### config.mk
export PLATFORM = sky130hd
export DESIGN_NAME = cache_tlb_maint_lockdown_ctrl_flat
export DESIGN_NICKNAME = d
export VERILOG_FILES = /design/src/cp_ctrl_pkg.sv /design/src/cp_link_if.sv /design/src/cache_tlb_maint_lockdown_ctrl.sv /design/src/flat_wrapper.sv
export SDC_FILE = /design/constraint.sdc
export NUM_CORES = 1
export LEC_CHECK = 0
export ABC_AREA = 1
export BUFFER_PORTS_ARGS = -buffer_cell sky130_fd_sc_hd__buf_4
export CAP_MARGIN = 5
export CORE_MARGIN = 5
export CORE_UTILIZATION = 45
export CTS_CLUSTER_SIZE = 10
export DETAILED_ROUTE_END_ITERATION = 8
export HOLD_SLACK_MARGIN = 0.08
export PLACE_DENSITY = 0.75
export SLEW_MARGIN = 20
export SYNTH_ARGS = -nofsm -noshare
export SYNTH_HDL_FRONTEND = slang
export SYNTH_SLANG_ARGS = --single-unit
### constraint.sdc
create_clock -name pclk -period 2.6 [get_ports pclk]
set_input_delay 0.52 -clock pclk [delete_from_list [all_inputs] [get_ports pclk]]
set_output_delay 0.52 -clock pclk [all_outputs]
set_load 0.05 [all_outputs]
### src/cp_ctrl_pkg.sv
package cp_ctrl_pkg;
  // Coprocessor register numbers and minor field codes.
  localparam logic [3:0]  CRN_CACHE   = 4'h7;
  localparam logic [3:0]  CRN_TLB     = 4'h8;
  localparam logic [3:0]  CRN_LOCK    = 4'h9;
  localparam logic [3:0]  CRM_C0      = 4'h0;
  localparam logic [3:0]  CRM_C1      = 4'h1;
  localparam logic [3:0]  CRM_C5      = 4'h5;
  localparam logic [3:0]  CRM_C6      = 4'h6;
  localparam logic [3:0]  CRM_C7      = 4'h7;
  localparam logic [3:0]  CRM_C10     = 4'hA;
  localparam logic [3:0]  CRM_C14     = 4'hE;
  localparam logic [2:0]  OP2_0       = 3'h0;
  localparam logic [2:0]  OP2_MVA     = 3'h1;
  localparam logic [2:0]  OP2_SETWAY  = 3'h2;
  localparam logic [2:0]  OP2_TEST    = 3'h3;
  localparam logic [2:0]  OP2_WB      = 3'h4;
  // Data cache geometry: four ways, eight-word lines, 128 sets.
  localparam int          WAYS_LOG2   = 2;
  localparam int          SETS_LOG2   = 7;
  localparam int          LINE_LSB    = 5;
  localparam int          LOCK_W      = 4;
  localparam logic [1:0]  FALLBACK_WAY = 2'h3;
  localparam logic [3:0]  LOCK_RESET  = 4'h0;
  localparam logic [11:0] SBO_FIELD   = 12'hFFF;
  localparam int          CLEAN_BIT   = 30;
  localparam int          FLAGS_LSB   = 28;
  localparam int          TLB_MVA_LSB = 10;
  // Register map of the command port on the core side.
  localparam logic [11:0] OFF_CMD     = 12'h000;
  localparam logic [11:0] OFF_WDATA   = 12'h004;
  localparam logic [11:0] OFF_RDATA   = 12'h008;
  localparam logic [11:0] OFF_STATUS  = 12'h00C;
  localparam int          CMD_CRN_LSB = 0;
  localparam int          CMD_CRM_LSB = 4;
  localparam int          CMD_OP2_LSB = 8;
  localparam int          CMD_WR_BIT  = 11;
  localparam int          CMD_PC_BIT  = 12;
  localparam int          STA_BUSY_BIT = 0;
  localparam int          STA_REF_BIT = 1;
  localparam int          STA_FLAGS_LSB = 4;

  typedef enum logic [2:0] {
    COP_NONE, COP_INV_SW, COP_CLEAN_MVA, COP_CLEAN_SW,
    COP_CINV_MVA, COP_CINV_SW, COP_TEST_CLEAN, COP_INV_ALL
  } cache_op_e;
endpackage : cp_ctrl_pkg

### src/cp_link_if.sv
`timescale 1ns/1ns
interface cp_link_if (
  input wire logic pclk,    // Core clock.
  input wire logic presetn  // Core reset, active low.
);
  logic        req;         // Transfer request, held until ack.
  logic        wr;          // 1 = coprocessor write, 0 = read.
  logic [3:0]  crn;         // Primary register number.
  logic [3:0]  coproc_minor_reg_field;         // Minor register field.
  logic [2:0]  op2;         // Second opcode.
  logic        dest_pc;     // Read names r15 as destination.
  logic [31:0] wdata;       // Write operand.
  logic        ack;         // One-cycle completion pulse.
  logic [31:0] rdata;       // Read result, valid with ack.
  logic        flags_load;  // Load rdata[31:28] into flags, with ack.

  modport core   (input pclk, presetn, ack, rdata, flags_load,
                  output req, wr, crn, coproc_minor_reg_field, op2, dest_pc, wdata);
  modport coproc (input pclk, presetn, req, wr, crn, coproc_minor_reg_field, op2, dest_pc, wdata,
                  output ack, rdata, flags_load);
endinterface : cp_link_if

### src/cache_tlb_maint_lockdown_ctrl.sv
// The implementer's own choices: the APB slave port and the address map.
`timescale 1ns/1ns
module cache_tlb_maint_lockdown_ctrl #(
  parameter int SETS_LOG2 = cp_ctrl_pkg::SETS_LOG2,  // Log2 of data cache sets.
  parameter int WAYS_LOG2 = cp_ctrl_pkg::WAYS_LOG2   // Log2 of data cache ways.
) (
  cp_link_if.coproc                     lnk,              // Transfers from the core.
  output logic                          cache_req,        // Data cache operation request, level.
  output cp_ctrl_pkg::cache_op_e        cache_op,         // Operation kind.
  output logic [SETS_LOG2-1:0]          cache_set,        // Set index for set/way operations.
  output logic [WAYS_LOG2-1:0]          cache_way,        // Way for set/way operations.
  output logic [31:0]                   cache_mva,        // Line address for address operations.
  input  wire logic                     cache_done,       // Operation finished, one cycle.
  input  wire logic                     cache_dirty_left, // Dirty lines remain, valid with done.
  output logic                          tlb_inv_all,      // Invalidate unpreserved TLB entries, pulse.
  output logic                          tlb_inv_one,      // Invalidate matching TLB entry, pulse.
  output logic [31-cp_ctrl_pkg::TLB_MVA_LSB:0] tlb_mva,   // Address for single-entry invalidate.
  output logic                          wb_drain,         // Write buffer drain request, level.
  input  wire logic                     wb_empty,         // Write buffer empty.
  output logic                          low_power,        // Core in low-power wait.
  input  wire logic                     irq_pin,          // Interrupt request, asynchronous.
  input  wire logic                     dbg_pin,          // Debug request, asynchronous.
  input  wire logic [1:0]               d_repl_way,       // Data replacement candidate.
  input  wire logic [1:0]               i_repl_way,       // Instruction replacement candidate.
  output logic [1:0]                    d_fill_way,       // Data linefill target way.
  output logic [1:0]                    i_fill_way        // Instruction linefill target way.
);
  typedef enum logic [2:0] {ST_IDLE, ST_WAIT_CACHE, ST_INV, ST_WAIT_WB, ST_SLEEP} dev_state_e;

  typedef struct packed {
    dev_state_e                          st;
    logic                                ack;
    logic [31:0]                         rdata;
    logic                                flags_load;
    logic                                dest_pc;
    logic                                tci;
    logic                                wfi;
    logic [cp_ctrl_pkg::LOCK_W-1:0]      dlock;
    logic [cp_ctrl_pkg::LOCK_W-1:0]      ilock;
    logic [1:0]                          dfill;
    logic [1:0]                          ifill;
    logic                                cache_req;
    cp_ctrl_pkg::cache_op_e              cache_op;
    logic [SETS_LOG2-1:0]                cset;
    logic [WAYS_LOG2-1:0]                cway;
    logic [31:0]                         cmva;
    logic                                tlb_all;
    logic                                tlb_one;
    logic [31-cp_ctrl_pkg::TLB_MVA_LSB:0] tlb_mva;
    logic                                wb_drain;
    logic                                low_power;
    logic [1:0]                          irq_s;
    logic [1:0]                          dbg_s;
  } dev_s;

  dev_s st_ff;
  dev_s nxt_st;

  // Picks the first open way from the candidate upward; with every way
  // locked the fill falls back to way 3 rather than stalling.
  function automatic logic [1:0] pick_way(input logic [cp_ctrl_pkg::LOCK_W-1:0] lock,
                                          input logic [1:0] cand);
    logic [1:0] w;
    logic       found;
    pick_way = cp_ctrl_pkg::FALLBACK_WAY;
    found = 1'b0;
    for (int k = 0; k < cp_ctrl_pkg::LOCK_W; k++) begin
      w = cand + 2'(k);
      if (!found && !lock[w]) begin
        pick_way = w;
        found = 1'b1;
      end
    end
  endfunction : pick_way

  // Maps a cache register write to its line operation.
  function automatic cp_ctrl_pkg::cache_op_e dec_line_op(input logic [3:0] coproc_minor_reg_field, input logic [2:0] op2);
    dec_line_op = cp_ctrl_pkg::COP_NONE;
    case (coproc_minor_reg_field)
      cp_ctrl_pkg::CRM_C6: begin
        if (op2 == cp_ctrl_pkg::OP2_SETWAY) dec_line_op = cp_ctrl_pkg::COP_INV_SW;
      end
      cp_ctrl_pkg::CRM_C10: begin
        if (op2 == cp_ctrl_pkg::OP2_MVA) dec_line_op = cp_ctrl_pkg::COP_CLEAN_MVA;
        if (op2 == cp_ctrl_pkg::OP2_SETWAY) dec_line_op = cp_ctrl_pkg::COP_CLEAN_SW;
      end
      cp_ctrl_pkg::CRM_C14: begin
        if (op2 == cp_ctrl_pkg::OP2_MVA) dec_line_op = cp_ctrl_pkg::COP_CINV_MVA;
        if (op2 == cp_ctrl_pkg::OP2_SETWAY) dec_line_op = cp_ctrl_pkg::COP_CINV_SW;
      end
      default: dec_line_op = cp_ctrl_pkg::COP_NONE;
    endcase
  endfunction : dec_line_op

  always_comb begin
    nxt_st = st_ff;
    nxt_st.ack = 1'b0;
    nxt_st.flags_load = 1'b0;
    nxt_st.tlb_all = 1'b0;
    nxt_st.tlb_one = 1'b0;
    nxt_st.irq_s = {st_ff.irq_s[0], irq_pin};
    nxt_st.dbg_s = {st_ff.dbg_s[0], dbg_pin};
    nxt_st.dfill = pick_way(st_ff.dlock, d_repl_way);
    nxt_st.ifill = pick_way(st_ff.ilock, i_repl_way);
    case (st_ff.st)
      ST_IDLE: begin
        // The guard on ack stops the request still held in the ack cycle from starting twice.
        if (lnk.req && !st_ff.ack) begin
          nxt_st.ack = 1'b1;
          nxt_st.rdata = '0;
          nxt_st.dest_pc = lnk.dest_pc;
          nxt_st.tci = 1'b0;
          nxt_st.wfi = 1'b0;
          // Address and set/way fields are taken from one decode of the operand.
          nxt_st.cmva = {lnk.wdata[31:cp_ctrl_pkg::LINE_LSB], cp_ctrl_pkg::LINE_LSB'(0)};
          nxt_st.cset = lnk.wdata[cp_ctrl_pkg::LINE_LSB +: SETS_LOG2];
          nxt_st.cway = lnk.wdata[31 -: WAYS_LOG2];
          case (lnk.crn)
            cp_ctrl_pkg::CRN_CACHE: begin
              if (lnk.wr) begin
                if (dec_line_op(lnk.coproc_minor_reg_field, lnk.op2) != cp_ctrl_pkg::COP_NONE) begin
                  nxt_st.ack = 1'b0;
                  nxt_st.cache_req = 1'b1;
                  nxt_st.cache_op = dec_line_op(lnk.coproc_minor_reg_field, lnk.op2);
                  nxt_st.st = ST_WAIT_CACHE;
                end else if (lnk.op2 == cp_ctrl_pkg::OP2_WB &&
                             (lnk.coproc_minor_reg_field == cp_ctrl_pkg::CRM_C10 || lnk.coproc_minor_reg_field == cp_ctrl_pkg::CRM_C0)) begin
                  nxt_st.ack = 1'b0;
                  nxt_st.wb_drain = 1'b1;
                  nxt_st.wfi = (lnk.coproc_minor_reg_field == cp_ctrl_pkg::CRM_C0);
                  nxt_st.st = ST_WAIT_WB;
                end
              end else if (lnk.op2 == cp_ctrl_pkg::OP2_TEST &&
                           (lnk.coproc_minor_reg_field == cp_ctrl_pkg::CRM_C10 || lnk.coproc_minor_reg_field == cp_ctrl_pkg::CRM_C14)) begin
                nxt_st.ack = 1'b0;
                nxt_st.cache_req = 1'b1;
                nxt_st.cache_op = cp_ctrl_pkg::COP_TEST_CLEAN;
                nxt_st.tci = (lnk.coproc_minor_reg_field == cp_ctrl_pkg::CRM_C14);
                nxt_st.st = ST_WAIT_CACHE;
              end
            end
            cp_ctrl_pkg::CRN_TLB: begin
              // Undefined codes and reads complete with no effect.
              if (lnk.wr && lnk.op2 == cp_ctrl_pkg::OP2_0 &&
                  (lnk.coproc_minor_reg_field == cp_ctrl_pkg::CRM_C5 || lnk.coproc_minor_reg_field == cp_ctrl_pkg::CRM_C6 ||
                   lnk.coproc_minor_reg_field == cp_ctrl_pkg::CRM_C7)) begin
                nxt_st.tlb_all = 1'b1;
              end
              if (lnk.wr && lnk.op2 == cp_ctrl_pkg::OP2_MVA &&
                  (lnk.coproc_minor_reg_field == cp_ctrl_pkg::CRM_C5 || lnk.coproc_minor_reg_field == cp_ctrl_pkg::CRM_C6 ||
                   lnk.coproc_minor_reg_field == cp_ctrl_pkg::CRM_C7)) begin
                nxt_st.tlb_one = 1'b1;
                nxt_st.tlb_mva = lnk.wdata[31:cp_ctrl_pkg::TLB_MVA_LSB];
              end
            end
            cp_ctrl_pkg::CRN_LOCK: begin
              // Only minor field c0 reaches the lock registers; c1 and others answer zero.
              if (lnk.coproc_minor_reg_field == cp_ctrl_pkg::CRM_C0) begin
                if (lnk.op2 == cp_ctrl_pkg::OP2_0) begin
                  if (lnk.wr) nxt_st.dlock = lnk.wdata[cp_ctrl_pkg::LOCK_W-1:0];
                  nxt_st.rdata = {16'h0000, cp_ctrl_pkg::SBO_FIELD, st_ff.dlock};
                end else if (lnk.op2 == cp_ctrl_pkg::OP2_MVA) begin
                  if (lnk.wr) nxt_st.ilock = lnk.wdata[cp_ctrl_pkg::LOCK_W-1:0];
                  nxt_st.rdata = {16'h0000, cp_ctrl_pkg::SBO_FIELD, st_ff.ilock};
                end
              end
            end
            default: nxt_st.rdata = '0;
          endcase
        end
      end
      ST_WAIT_CACHE: begin
        if (cache_done) begin
          nxt_st.cache_req = 1'b0;
          nxt_st.rdata = '0;
          if (st_ff.cache_op == cp_ctrl_pkg::COP_TEST_CLEAN && st_ff.tci && !cache_dirty_left) begin
            nxt_st.st = ST_INV;
          end else begin
            nxt_st.ack = 1'b1;
            nxt_st.st = ST_IDLE;
            if (st_ff.cache_op == cp_ctrl_pkg::COP_TEST_CLEAN) begin
              nxt_st.rdata[cp_ctrl_pkg::CLEAN_BIT] = !cache_dirty_left;
              nxt_st.flags_load = st_ff.dest_pc;
            end
            if (st_ff.cache_op == cp_ctrl_pkg::COP_INV_ALL) begin
              nxt_st.rdata[cp_ctrl_pkg::CLEAN_BIT] = 1'b1;
              nxt_st.flags_load = st_ff.dest_pc;
            end
          end
        end
      end
      ST_INV: begin
        // One idle cycle on cache_req separates the clean step from the invalidate.
        nxt_st.cache_req = 1'b1;
        nxt_st.cache_op = cp_ctrl_pkg::COP_INV_ALL;
        nxt_st.st = ST_WAIT_CACHE;
      end
      ST_WAIT_WB: begin
        if (wb_empty) begin
          nxt_st.wb_drain = 1'b0;
          if (st_ff.wfi) begin
            nxt_st.low_power = 1'b1;
            nxt_st.st = ST_SLEEP;
          end else begin
            nxt_st.ack = 1'b1;
            nxt_st.st = ST_IDLE;
          end
        end
      end
      ST_SLEEP: begin
        if (st_ff.irq_s[1] || st_ff.dbg_s[1]) begin
          nxt_st.low_power = 1'b0;
          nxt_st.ack = 1'b1;
          nxt_st.st = ST_IDLE;
        end
      end
      default: nxt_st.st = ST_IDLE;
    endcase
  end

  always_ff @(posedge lnk.pclk or negedge lnk.presetn) begin
    if (!lnk.presetn) begin
      st_ff <= '0;
    end else begin
      st_ff <= nxt_st;
    end
  end

  assign lnk.ack        = st_ff.ack;
  assign lnk.rdata      = st_ff.rdata;
  assign lnk.flags_load = st_ff.flags_load;
  assign cache_req      = st_ff.cache_req;
  assign cache_op       = st_ff.cache_op;
  assign cache_set      = st_ff.cset;
  assign cache_way      = st_ff.cway;
  assign cache_mva      = st_ff.cmva;
  assign tlb_inv_all    = st_ff.tlb_all;
  assign tlb_inv_one    = st_ff.tlb_one;
  assign tlb_mva        = st_ff.tlb_mva;
  assign wb_drain       = st_ff.wb_drain;
  assign low_power      = st_ff.low_power;
  assign d_fill_way     = st_ff.dfill;
  assign i_fill_way     = st_ff.ifill;
endmodule : cache_tlb_maint_lockdown_ctrl

### src/flat_wrapper.sv
// flat-port wrapper written by rule: the top's interface ports become plain ports
module cache_tlb_maint_lockdown_ctrl_flat 
#(
  parameter int SETS_LOG2 = cp_ctrl_pkg::SETS_LOG2,                             
  parameter int WAYS_LOG2 = cp_ctrl_pkg::WAYS_LOG2                              
)
  (cache_req, cache_op, cache_set, cache_way, cache_mva, cache_done, cache_dirty_left, tlb_inv_all, tlb_inv_one, tlb_mva, wb_drain, wb_empty, low_power, irq_pin, dbg_pin, d_repl_way, i_repl_way, d_fill_way, i_fill_way, pclk, presetn, lnk_req, lnk_wr, lnk_crn, lnk_coproc_minor_reg_field, lnk_op2, lnk_dest_pc, lnk_wdata, lnk_ack, lnk_rdata, lnk_flags_load);
  cp_link_if lnk_i (.pclk(pclk), .presetn(presetn));
  output logic cache_req;
  output cp_ctrl_pkg::cache_op_e cache_op;
  output logic [SETS_LOG2-1:0] cache_set;
  output logic [WAYS_LOG2-1:0] cache_way;
  output logic [31:0] cache_mva;
  input  wire logic cache_done;
  input  wire logic cache_dirty_left;
  output logic tlb_inv_all;
  output logic tlb_inv_one;
  output logic [31-cp_ctrl_pkg::TLB_MVA_LSB:0] tlb_mva;
  output logic wb_drain;
  input  wire logic wb_empty;
  output logic low_power;
  input  wire logic irq_pin;
  input  wire logic dbg_pin;
  input  wire logic [1:0] d_repl_way;
  input  wire logic [1:0] i_repl_way;
  output logic [1:0] d_fill_way;
  output logic [1:0] i_fill_way;
  input wire logic pclk;
  input wire logic presetn;
  input wire logic [$bits(lnk_i.req)-1:0] lnk_req;
  input wire logic [$bits(lnk_i.wr)-1:0] lnk_wr;
  input wire logic [$bits(lnk_i.crn)-1:0] lnk_crn;
  input wire logic [$bits(lnk_i.coproc_minor_reg_field)-1:0] lnk_coproc_minor_reg_field;
  input wire logic [$bits(lnk_i.op2)-1:0] lnk_op2;
  input wire logic [$bits(lnk_i.dest_pc)-1:0] lnk_dest_pc;
  input wire logic [$bits(lnk_i.wdata)-1:0] lnk_wdata;
  output wire logic [$bits(lnk_i.ack)-1:0] lnk_ack;
  output wire logic [$bits(lnk_i.rdata)-1:0] lnk_rdata;
  output wire logic [$bits(lnk_i.flags_load)-1:0] lnk_flags_load;
  assign lnk_i.req = lnk_req;
  assign lnk_i.wr = lnk_wr;
  assign lnk_i.crn = lnk_crn;
  assign lnk_i.coproc_minor_reg_field = lnk_coproc_minor_reg_field;
  assign lnk_i.op2 = lnk_op2;
  assign lnk_i.dest_pc = lnk_dest_pc;
  assign lnk_i.wdata = lnk_wdata;
  assign lnk_ack = lnk_i.ack;
  assign lnk_rdata = lnk_i.rdata;
  assign lnk_flags_load = lnk_i.flags_load;
  cache_tlb_maint_lockdown_ctrl #(.SETS_LOG2(SETS_LOG2), .WAYS_LOG2(WAYS_LOG2)) u_core (.lnk(lnk_i), .cache_req(cache_req), .cache_op(cache_op), .cache_set(cache_set), .cache_way(cache_way), .cache_mva(cache_mva), .cache_done(cache_done), .cache_dirty_left(cache_dirty_left), .tlb_inv_all(tlb_inv_all), .tlb_inv_one(tlb_inv_one), .tlb_mva(tlb_mva), .wb_drain(wb_drain), .wb_empty(wb_empty), .low_power(low_power), .irq_pin(irq_pin), .dbg_pin(dbg_pin), .d_repl_way(d_repl_way), .i_repl_way(i_repl_way), .d_fill_way(d_fill_way), .i_fill_way(i_fill_way));
endmodule
==> results of run 1 <==
kinds of logic (layout without fill, tap and decap cells):
family          Yosys count  count (layout)  share of synthesized area (%)
xor+xnor                  4               4                          0.831
mux                       1               1                          0.195
flops                    87              87                           42.5
compound gates           90              90                           10.9
buf+inv                 188             236                           22.5
other cells               1              20                         0.0732
simple gates            268             268                           23.1
sequential cells by signal, summed over array words and instances (netlist names):
signal / count
u_core.cache_way: 1
u_core.cache_set: 6
u_core.i_fill_way: 2
u_core.tlb_inv_all: 1
u_core.lnk.rdata: 6
u_core.nxt_st: 2
u_core.cache_mva: 20
u_core.cache_op: 3
u_core.tlb_inv_one: 1
u_core.cache_req: 1
u_core.lnk.ack: 1
u_core.tlb_mva: 22
u_core.lnk.flags_load: 1
u_core.st_ff: 16
u_core.d_fill_way: 2
u_core.low_power: 1
u_core.wb_drain: 1
synthesized netlist by cell type, types with 2 or more instances:
master   count
a21oi_1      4
buf_2        5
buf_4      103
buf_6        7
dfrtp_1     87
inv_1       68
inv_2        4
nand2_1    164
nand2_2      6
nand3_1     36
nand4_1      4
nor2_1      38
nor2_2       4
nor2_4       3
nor3_1       5
o21a_1       2
o21ai_0     43
o21ai_1     10
o21ai_2     22
o22ai_1      4
xnor2_1      2
through the flow:
step	total power, mW	util (%)	hold slack (ns)	std cells
2_1_floorplan	3.96	-	0.224	658
3_3_place_gp	4.24	49.9	0.332	833
3_5_place_dp	4.29	49.9	0.336	833
4_1_cts	5.62	52.7	0.205	849
5_1_grt	5.84	52.7	0.241	849
6_report	5.56	52.7	0.185	849
metal layers:
layer  track usage [%]  vias to the layer above
li1                  -                     2023
met1              21.6                     1815
met2              26.6                      142
met3              2.44                       15
met4              6.50                        0
met5                 0                        -
worst max-delay path, cell delays in order, from the launching register on:
cell	delay, ns
dfrtp_1	0.46
nor2_2	0.18
nand2_4	0.12
nor4_4	0.23
nand3_4	0.09
buf_4	0.31
nand2_1	0.14
o21ai_2	0.06
worst paths after layout:
| kind | start | end | slack [ns] | cells after the start |
|---|---|---|---|---|
| max | u_core.st_ff[124] | u_core.tlb_mva[12] | 0.85 | 7 |
| min | presetn | u_core.cache_set[5] | 0.19 | 1 |
| max reg2reg | u_core.st_ff[124] | u_core.tlb_mva[12] | 0.85 | 7 |
| min reg2reg | u_core.nxt_st[1] | u_core.st_ff[1] | 0.35 | 0 |
| max in group asynchronous | presetn | u_core.st_ff[86] | 1.78 | 2 |
| min in group pclk | dbg_pin | u_core.nxt_st[1] | 0.29 | 1 |
cell type report:
cell class                 count  area, sq um  area share, %
sequential                    87         2180           36.7
timing repair buffer         148         1140           19.1
multi-input combinational    383         1870           31.4
clock inverter                 4         52.6          0.885
clock buffer                  12          256           4.32
tap                          143          179           3.01
inverter                      72          270           4.55
power groups by stage:
stage	Clock (mW)	Sequential [mW]	Combinational [mW]
floorplan	0	1.82	2.14
global placement	0	1.81	2.43
global route	1.40	1.84	2.60
detailed placement	0	1.82	2.47
finish	1.31	1.80	2.45
CTS	1.35	1.80	2.47
==> flow_metrics.py, run 1 <==
metrics = {
    "yosys": {
        "synth.area.top_cells": "dfrtp_1, buf_4, nand2_1, inv_1, o21ai_0",
        "syn_area_sq_um": 5120,
        "synthFlopType": "dfrtp_1",
        "synth_edf_count": 0,
        "synthArstFlopShare_pct": 100,
        "synthCells": 639,
        "ys_types": 39,
        "ys_seq_area_share_pct": 42.5,
        "synth.top_cell.area_share_pct": 42.5,
        "synth_top_area_cell": "dfrtp_1",
        "ys.warnings.count": 0,
        "synth-seq-cells": 87,
        "avgSynthCellArea_sq_um": 8.02,
    },
    "detailed_routing": {
        "highest_layer": "met4",
        "drt_iter0_drc": 351,
        "met2_wirelength_mm": 5.30,
        "wl_per_cell_microns": 13.1,
        "drc": 0,
        "vias_per_cell": 4.71,
        "antenna_left": 0,
        "first_pass_iters": 5,
        "drt-met1-wl_mm": 4.66,
        "vias": 3995,
        "wl_met3_microns": 923,
        "routed_wirelength_mm": 11.1,
    },
    "clock_network": {
        "cts.sinks": 87,
        "cts_made_buffers": 9,
        "cts.path.max_buffers": 2,
        "cts.htree.levels": 3,
        "clk_latency_ns": 0.33,
        "post_cts_buffers": 0,
        "cts_tree": "built",
        "cts.clk_slew.worst_paths_ns": 0.06,
        "cts_root_buf": "clkbuf_16",
        "cts-hold-fix-buffers": 0,
        "cts_resized": 0,
    },
    "timing": {
        "rsz0062_at_grt": "false",
        "setup_viol": 0,
        "skew_ns": 0.00893,
        "setup_tns_ns": 0,
        "post-route-period-util_pct": 67.3,
        "timing.final.hold_violations": 0,
        "worst_slack_ns": 0.849,
        "fmax_mhz": 571,
        "min_period_ns": 1.75,
        "slew_violations": 0,
        "slew_headroom_pct": 56.0,
        "tightest_slew_ns": 0.655,
    },
    "floorplanning": {
        "die_area_sq_um": 13600,
        "coreArea_sq_um": 11300,
        "dieHeight_microns": 117,
        "die_x_microns": 117,
        "start_util_pct": 45.4,
        "placementRows": 39,
        "boundaryPins": 166,
    },
    "final_layout": {
        "drive_gt1_share_pct": 29.7,
        "stdcell_area_sq_um": 5940,
        "layout_common_cells": "nand2_1, buf_4, dfrtp_1, inv_1, o21ai_0",
        "nFillCells": 1055,
        "synthToLayoutAreaGrowth_pct": 15.9,
        "fin_nets": 758,
        "final_common_cell": "nand2_1",
        "n_antenna_cell": 0,
    },
    "hold_path": {
        "hp-class": "input pin to asynchronous set/reset pin",
    },
    "setup_path": {
        "critPathCaptureType": "flop",
        "worst-setup-path-type": "flop to flop",
        "cp_max_fo": 44,
        "worstSetupStartpointType": "flop",
        "cp.arrival_ns": 1.95,
        "cp.required_ns": 2.80,
    },
    "power_and_ir_drop": {
        "power.density_nw_per_um2": 937,
        "intPower_mw": 3.07,
        "static-leakage-power_nw": 3.15,
        "worst_ir_drop_vdd_mv": 0.685,
        "p_comb_share_pct": 44.0,
        "seq_power_share_pct": 32.4,
        "clkPwrFrac_pct": 23.6,
        "switching_share_pct": 44.7,
        "p_sw_mw": 2.49,
    },
    "global_routing": {
        "grt_max_degree": 47,
        "grt_overflow": 0,
        "grt_use_total_pct": 16.2,
        "grt_pass1_vias": 3748,
        "grt_pass1_wl_mm": 17.7,
        "antenna_found_initial": 0,
    },
    "outcome": {
        "status": "finished clean",
    },
    "placement": {
        "place_ws_ns": 0.641,
        "gp_congestion": 0.886,
        "dp_hpwl_mm": 8.58,
        "placed_cell_area_sq_um": 5630,
        "portBuffers": 144,
    },
    "flow_run": {
        "max-cap-violations": 0,
    },
}
Power figures use the tool's default switching activity.
==> run 2, diff against run 1 <==
==> constraint.sdc (replaced) <==
create_clock -name pclk -period 1.8 [get_ports pclk]
set_input_delay 0.36 -clock pclk [delete_from_list [all_inputs] [get_ports pclk]]
set_output_delay 0.36 -clock pclk [all_outputs]
set_load 0.05 [all_outputs]
==> flow_metrics.py, run 2 (same netlist as run 1, synthesis figures left out) <==
metrics = {
    "outcome": {
        "status": "finished clean",
    },
    "global_routing": {
        "grt_pass1_vias": 3702,
        "grt_use_total_pct": 15.9,
        "grt_pass1_wl_mm": 17.2,
        "grt_overflow": 0,
        "grt_max_degree": 88,
        "antenna_found_initial": 0,
    },
    "final_layout": {
        "largest_reg_flops": 22,
        "final_util_pct": 53.0,
        "fin_nets": 762,
        "n_antenna_cell": 0,
        "drive_gt1_share_pct": 30.0,
        "synthToLayoutAreaGrowth_pct": 16.6,
        "layout_common_cells": "nand2_1, buf_4, dfrtp_1, inv_1, o21ai_0",
        "final_common_cell": "nand2_1",
    },
    "clock_network": {
        "cts.clk_slew.worst_paths_ns": 0.06,
        "cts.path.max_buffers": 2,
        "cts.htree.levels": 3,
        "cts_root_buf": "clkbuf_16",
        "cts.sinks": 87,
        "clk_latency_ns": 0.34,
        "cts_tree": "built",
        "post_cts_buffers": 0,
        "cts_made_buffers": 9,
    },
    "floorplanning": {
        "placementRows": 39,
        "coreArea_sq_um": 11300,
        "die_area_sq_um": 13600,
        "start_util_pct": 45.4,
        "die_x_microns": 117,
        "dieHeight_microns": 117,
        "boundaryPins": 166,
    },
    "detailed_routing": {
        "antenna_left": 0,
        "vias": 4010,
        "vias_per_cell": 4.70,
        "first_pass_iters": 6,
        "drc": 0,
        "routed_wirelength_mm": 11.1,
        "drt_iter0_drc": 299,
        "wl_per_cell_microns": 13.1,
    },
    "hold_path": {
        "hp-class": "input pin to flop",
    },
    "placement": {
        "portBuffers": 144,
        "gp_congestion": 0.886,
        "dp_hpwl_mm": 8.52,
    },
    "setup_path": {
        "worst-setup-path-type": "flop to flop",
        "cp.arrival_ns": 1.81,
        "cp.required_ns": 2.00,
        "critPathCaptureType": "flop",
        "cp_max_fo": 51,
        "worstSetupStartpointType": "flop",
    },
    "timing": {
        "setup_viol": 0,
        "post-route-period-util_pct": 89.4,
        "min_period_ns": 1.61,
        "fmax_mhz": 622,
        "rsz0062_at_grt": "false",
        "slew_violations": 0,
        "skew_ns": 0.00742,
        "setup_tns_ns": 0,
        "timing.final.hold_violations": 0,
    },
    "power_and_ir_drop": {
        "power.density_nw_per_um2": 1340,
        "worst_ir_drop_vdd_mv": 1.25,
        "static-leakage-power_nw": 3.17,
        "power_mw": 8.03,
    },
    "flow_run": {
        "max-cap-violations": 0,
    },
}
run 2: report_power, final:
part	switching (mW)	internal, mW	total [mW]
clock	0.749	1.15	1.90
sequential	0.266	2.33	2.60
combinational	2.57	0.958	3.53
run 2: final cells by class:
cell class / instances / area (sq um)
Multi-Input combinational cell: 383 / 1870
Tap cell: 143 / 179
Clock inverter: 4 / 53.8
Inverter: 72 / 270
Timing Repair Buffer: 152 / 1170
Fill cell: 1037 / 5300
Clock buffer: 12 / 256
Sequential cell: 87 / 2180
run 2: worst paths after layout:
path	cells after the start	startpoint	slack, ns	endpoint
max	7	u_core.st_ff[124]	0.19	u_core.cache_mva[26]
min	1	irq_pin	0.12	u_core.nxt_st[3]
max reg2reg	7	u_core.st_ff[124]	0.19	u_core.cache_mva[26]
min reg2reg	0	u_core.nxt_st[1]	0.35	u_core.st_ff[1]
max in group asynchronous	3	presetn	0.84	u_core.lnk.flags_load
min in group asynchronous	3	presetn	0.61	u_core.tlb_mva[13]
run 2: through the flow:
| step | hold slack (ns) | area [sq um] | instances | worst slack [ns] |
|---|---|---|---|---|
| final | 0.121 | 5970 | 853 | 0.191 |
| after global routing | 0.106 | 5970 | 853 | 0.0693 |
| after CTS | 0.108 | 5970 | 853 | 0.0938 |
| after detailed placement | 0.335 | 5650 | 836 | 0.113 |
| after global placement | 0.332 | 5650 | 836 | 0.163 |
| after floorplan | 0.0644 | 5190 | 658 | 0.217 |
run 2: worst max-delay path: stages, from the launching register on:
cell and delay (ns):
dfrtp_1 0.46, nor2_2 0.18, nand2_4 0.13, nor2_2 0.21, inv_2 0.09, buf_6 0.21, nand2_1 0.09, o21ai_0 0.08
run 2: layer usage:
metal	part of all wire, %	up-vias	GRT usage, %
met3	8.0	26	3.37
met4	2.8	0	8.26
met5	0	-	0
met1	42	1807	20.0
met2	47	157	25.7
li1	-	2020	-
run 2: timing repair:
| action | 4_1_cts | 5_1_grt |
|---|---|---|
| resized for setup | 0 | 1 |
| setup endpoints to repair | 0 | 13 |
| hold buffers | 1 | 0 |
| endpoints found under the hold margin | 47 | 0 |
==> run 3, diff against run 2 <==
--- a/config.mk
+++ b/config.mk
@@ -5,7 +5,6 @@
 export SDC_FILE = /design/constraint.sdc
 export NUM_CORES = 1
 export LEC_CHECK = 0
-export ABC_AREA = 1
 export BUFFER_PORTS_ARGS = -buffer_cell sky130_fd_sc_hd__buf_4
 export CAP_MARGIN = 5
 export CORE_MARGIN = 5
@@ -13,7 +12,7 @@
 export CTS_CLUSTER_SIZE = 10
 export DETAILED_ROUTE_END_ITERATION = 8
 export HOLD_SLACK_MARGIN = 0.08
-export PLACE_DENSITY = 0.75
+export PLACE_DENSITY = 0.77
 export SLEW_MARGIN = 20
 export SYNTH_ARGS = -nofsm -noshare
 export SYNTH_HDL_FRONTEND = slang
==> flow_metrics.py, run 3 <==
metrics = {
    "detailed_routing": {
        "wl_per_cell_microns": 15.1,
        "highest_layer": "met4",
        "antenna_left": 0,
        "vias_per_cell": 4.77,
        "vias": 3130,
        "drt-met1-wl_mm": 4.22,
        "drc": 0,
        "wl_met3_microns": 670,
        "first_pass_iters": 4,
        "routed_wirelength_mm": 9.89,
        "met2_wirelength_mm": 4.80,
        "drt_iter0_drc": 211,
    },
    "placement": {
        "portBuffers": 144,
        "dp_hpwl_mm": 7.58,
        "gp_congestion": 0.865,
        "post-place-cells": 638,
    },
    "clock_network": {
        "cts.sinks": 87,
        "cts_root_buf": "clkbuf_8",
        "cts_made_buffers": 9,
        "cts.htree.levels": 3,
        "cts.path.max_buffers": 2,
        "clk_latency_ns": 0.34,
        "cts_tree": "built",
        "cts.clk_slew.worst_paths_ns": 0.09,
    },
    "setup_path": {
        "cp.required_ns": 2.04,
        "cp_max_fo": 5,
        "worst-setup-path-type": "flop to flop",
        "worstSetupStartpointType": "flop",
        "cp.arrival_ns": 2.05,
        "critPathCaptureType": "flop",
    },
    "final_layout": {
        "largest_reg_flops": 22,
        "drive_gt1_share_pct": 41.7,
        "final_common_cell": "buf_4",
        "synthToLayoutAreaGrowth_pct": 20.0,
        "layout_common_cells": "buf_4, nand2_1, dfrtp_1, mux2_4, conb_1",
        "nFillCells": 872,
        "fin_nets": 576,
        "final-instance-count-excl-fill": 656,
        "n_antenna_cell": 0,
    },
    "floorplanning": {
        "die_area_sq_um": 12100,
        "dieHeight_microns": 110,
        "placementRows": 36,
        "start_util_pct": 46.2,
        "die_x_microns": 110,
        "coreArea_sq_um": 9770,
        "boundaryPins": 166,
    },
    "timing": {
        "worst_slack_ns": -0.0158,
        "slew_violations": 0,
        "min_period_ns": 1.82,
        "fmax_mhz": 551,
        "setup_viol": 5,
        "tightest_slew_ns": 0.505,
        "post-route-period-util_pct": 101,
        "rsz0062_at_grt": "true",
        "slew_headroom_pct": 66.3,
        "skew_ns": 0.0120,
        "timing.final.hold_violations": 0,
        "fin_hold_ws_ns": 0.130,
    },
    "power_and_ir_drop": {
        "power.density_nw_per_um2": 904,
        "p_sw_mw": 1.73,
        "static-leakage-power_nw": 2.96,
        "worst_ir_drop_vdd_mv": 0.454,
        "clkPwrFrac_pct": 27.6,
        "switching_share_pct": 35.3,
        "seq_power_share_pct": 44.3,
        "intPower_mw": 3.17,
        "p_comb_share_pct": 28.0,
    },
    "yosys": {
        "synth-seq-cells": 87,
        "synth_commonest_cells": "buf_4, nand2_1, dfrtp_1",
        "synthArstFlopShare_pct": 100,
        "ys_seq_area_share_pct": 48.2,
        "avgSynthCellArea_sq_um": 10.4,
        "synth_top_area_cell": "dfrtp_1",
        "synth_edf_count": 0,
        "syn_area_sq_um": 4520,
        "synthCells": 436,
        "ys.warnings.count": 0,
        "ys_types": 48,
        "synth.area.top_cells": "dfrtp_1, buf_4, nand2_1, mux2_4, mux2_2",
        "synthFlopType": "dfrtp_1",
        "synth_most_common_cell": "buf_4",
        "synth.top_cell.area_share_pct": 48.2,
    },
    "hold_path": {
        "hp-class": "input pin to flop",
    },
    "global_routing": {
        "grt_pass1_wl_mm": 15.3,
        "grt_max_degree": 53,
        "grt_use_total_pct": 16.1,
        "grt_overflow": 0,
        "antenna_found_initial": 0,
        "grt_pass1_vias": 3042,
    },
    "outcome": {
        "status": "complete, but fails checks",
        "violations": "setup timing",
    },
    "flow_run": {
        "max-cap-violations": 0,
    },
}
-- run 3: cell count changes in the layout (fill, tap and decap cells not counted), sizes merged, moves of 4 or more --
cell,previous run,this run
buf,151,166
inv,72,3
o21ai,75,16
a22o,0,4
nor2,45,16
nand3,37,4
nand2,171,100
a21o,0,4
mux2,0,35
nand2b,0,7
nor3,7,3
-- run 3: path summary, 6_finish.rpt --
path	start	to	slack, ns	cells after the start
worst min-delay path	dbg_pin	u_core.nxt_st[1]	0.13	1
worst min register to register	u_core.nxt_st[3]	u_core.st_ff[3]	0.34	0
max in group asynchronous	presetn	u_core.cache_set[5]	0.84	3
worst max-delay path	u_core.st_ff[124]	u_core.st_ff[79]	-0.02	5
min in group asynchronous	presetn	u_core.cache_mva[20]	0.40	2
worst max register to register	u_core.st_ff[124]	u_core.st_ff[79]	-0.02	5
-- run 3: critical path, cell delays in order, from the launching register on --
cell and delay (ns):
dfrtp_1 0.39, or3_4 0.45, nor2_8 0.11, nand4_1 0.14, nor2_2 0.26, mux2_2 0.36
-- run 3: through the flow --
stage	instance area, sq um	worst slack [ns]	utilization (%)	TNS [ns]	power, mW
2_1_floorplan	4600	-0.156	-	-2.62	3.32
3_3_place_gp	5190	-0.0754	53.1	-1.59	3.56
3_5_place_dp	5190	-0.145	53.1	-3.03	3.58
4_1_cts	5410	-0.0114	55.3	-0.0341	4.96
5_1_grt	5420	-0.0777	55.5	-1.40	5.12
6_report	5420	-0.0158	55.5	-0.0538	4.90
-- run 3: cell families (layout without fill, tap and decap cells) --
logic type	count (synthesis)	count (layout)	synth area share, %
buffers and inverters	116	184	18.5
AOI/OAI and AO/OA	40	40	5.84
DFF	87	87	48.2
muxes	39	39	11.3
and+or+nand+nor	151	151	15.7
xor gates and xnor gates	2	2	0.388
other	1	20	0.0830
-- run 3: power by group through the flow --
stage | registers (mW) | logic (mW) | clock network (mW)
final | 2.17 | 1.37 | 1.35
after global routing | 2.19 | 1.45 | 1.48
after CTS | 2.17 | 1.38 | 1.41
after detailed placement | 2.21 | 1.37 | 0
after global placement | 2.20 | 1.36 | 0
after floorplan | 2.22 | 1.10 | 0
-- run 3: final cells by class --
type | instances | area [sq um] | share of cell area, %
repair buffers | 167 | 1280 | 23.6
well taps | 133 | 166 | 3.07
clock buffers | 11 | 141 | 2.61
multi-input cells | 252 | 1590 | 29.4
inverters | 2 | 7.51 | 0.139
flip-flops and latches | 87 | 2180 | 40.2
clock inverters | 4 | 55.1 | 1.02
-- run 3: repair_timing --
action / CTS / global route
pin swaps: 2 / 1
endpoints found under the hold margin: 11 / 0
setup endpoints to repair: 37 / 39
buffers inserted: 1 / 2
hold buffers: 1 / 0
gates resized for setup: 1 / 4
-- run 3: metal layers --
layer / track usage [%] / vias up
met1: 21.4 / 1510
met5: 0 / -
met3: 3.26 / 13
li1: - / 1482
met2: 26.3 / 125
met4: 5.63 / 0
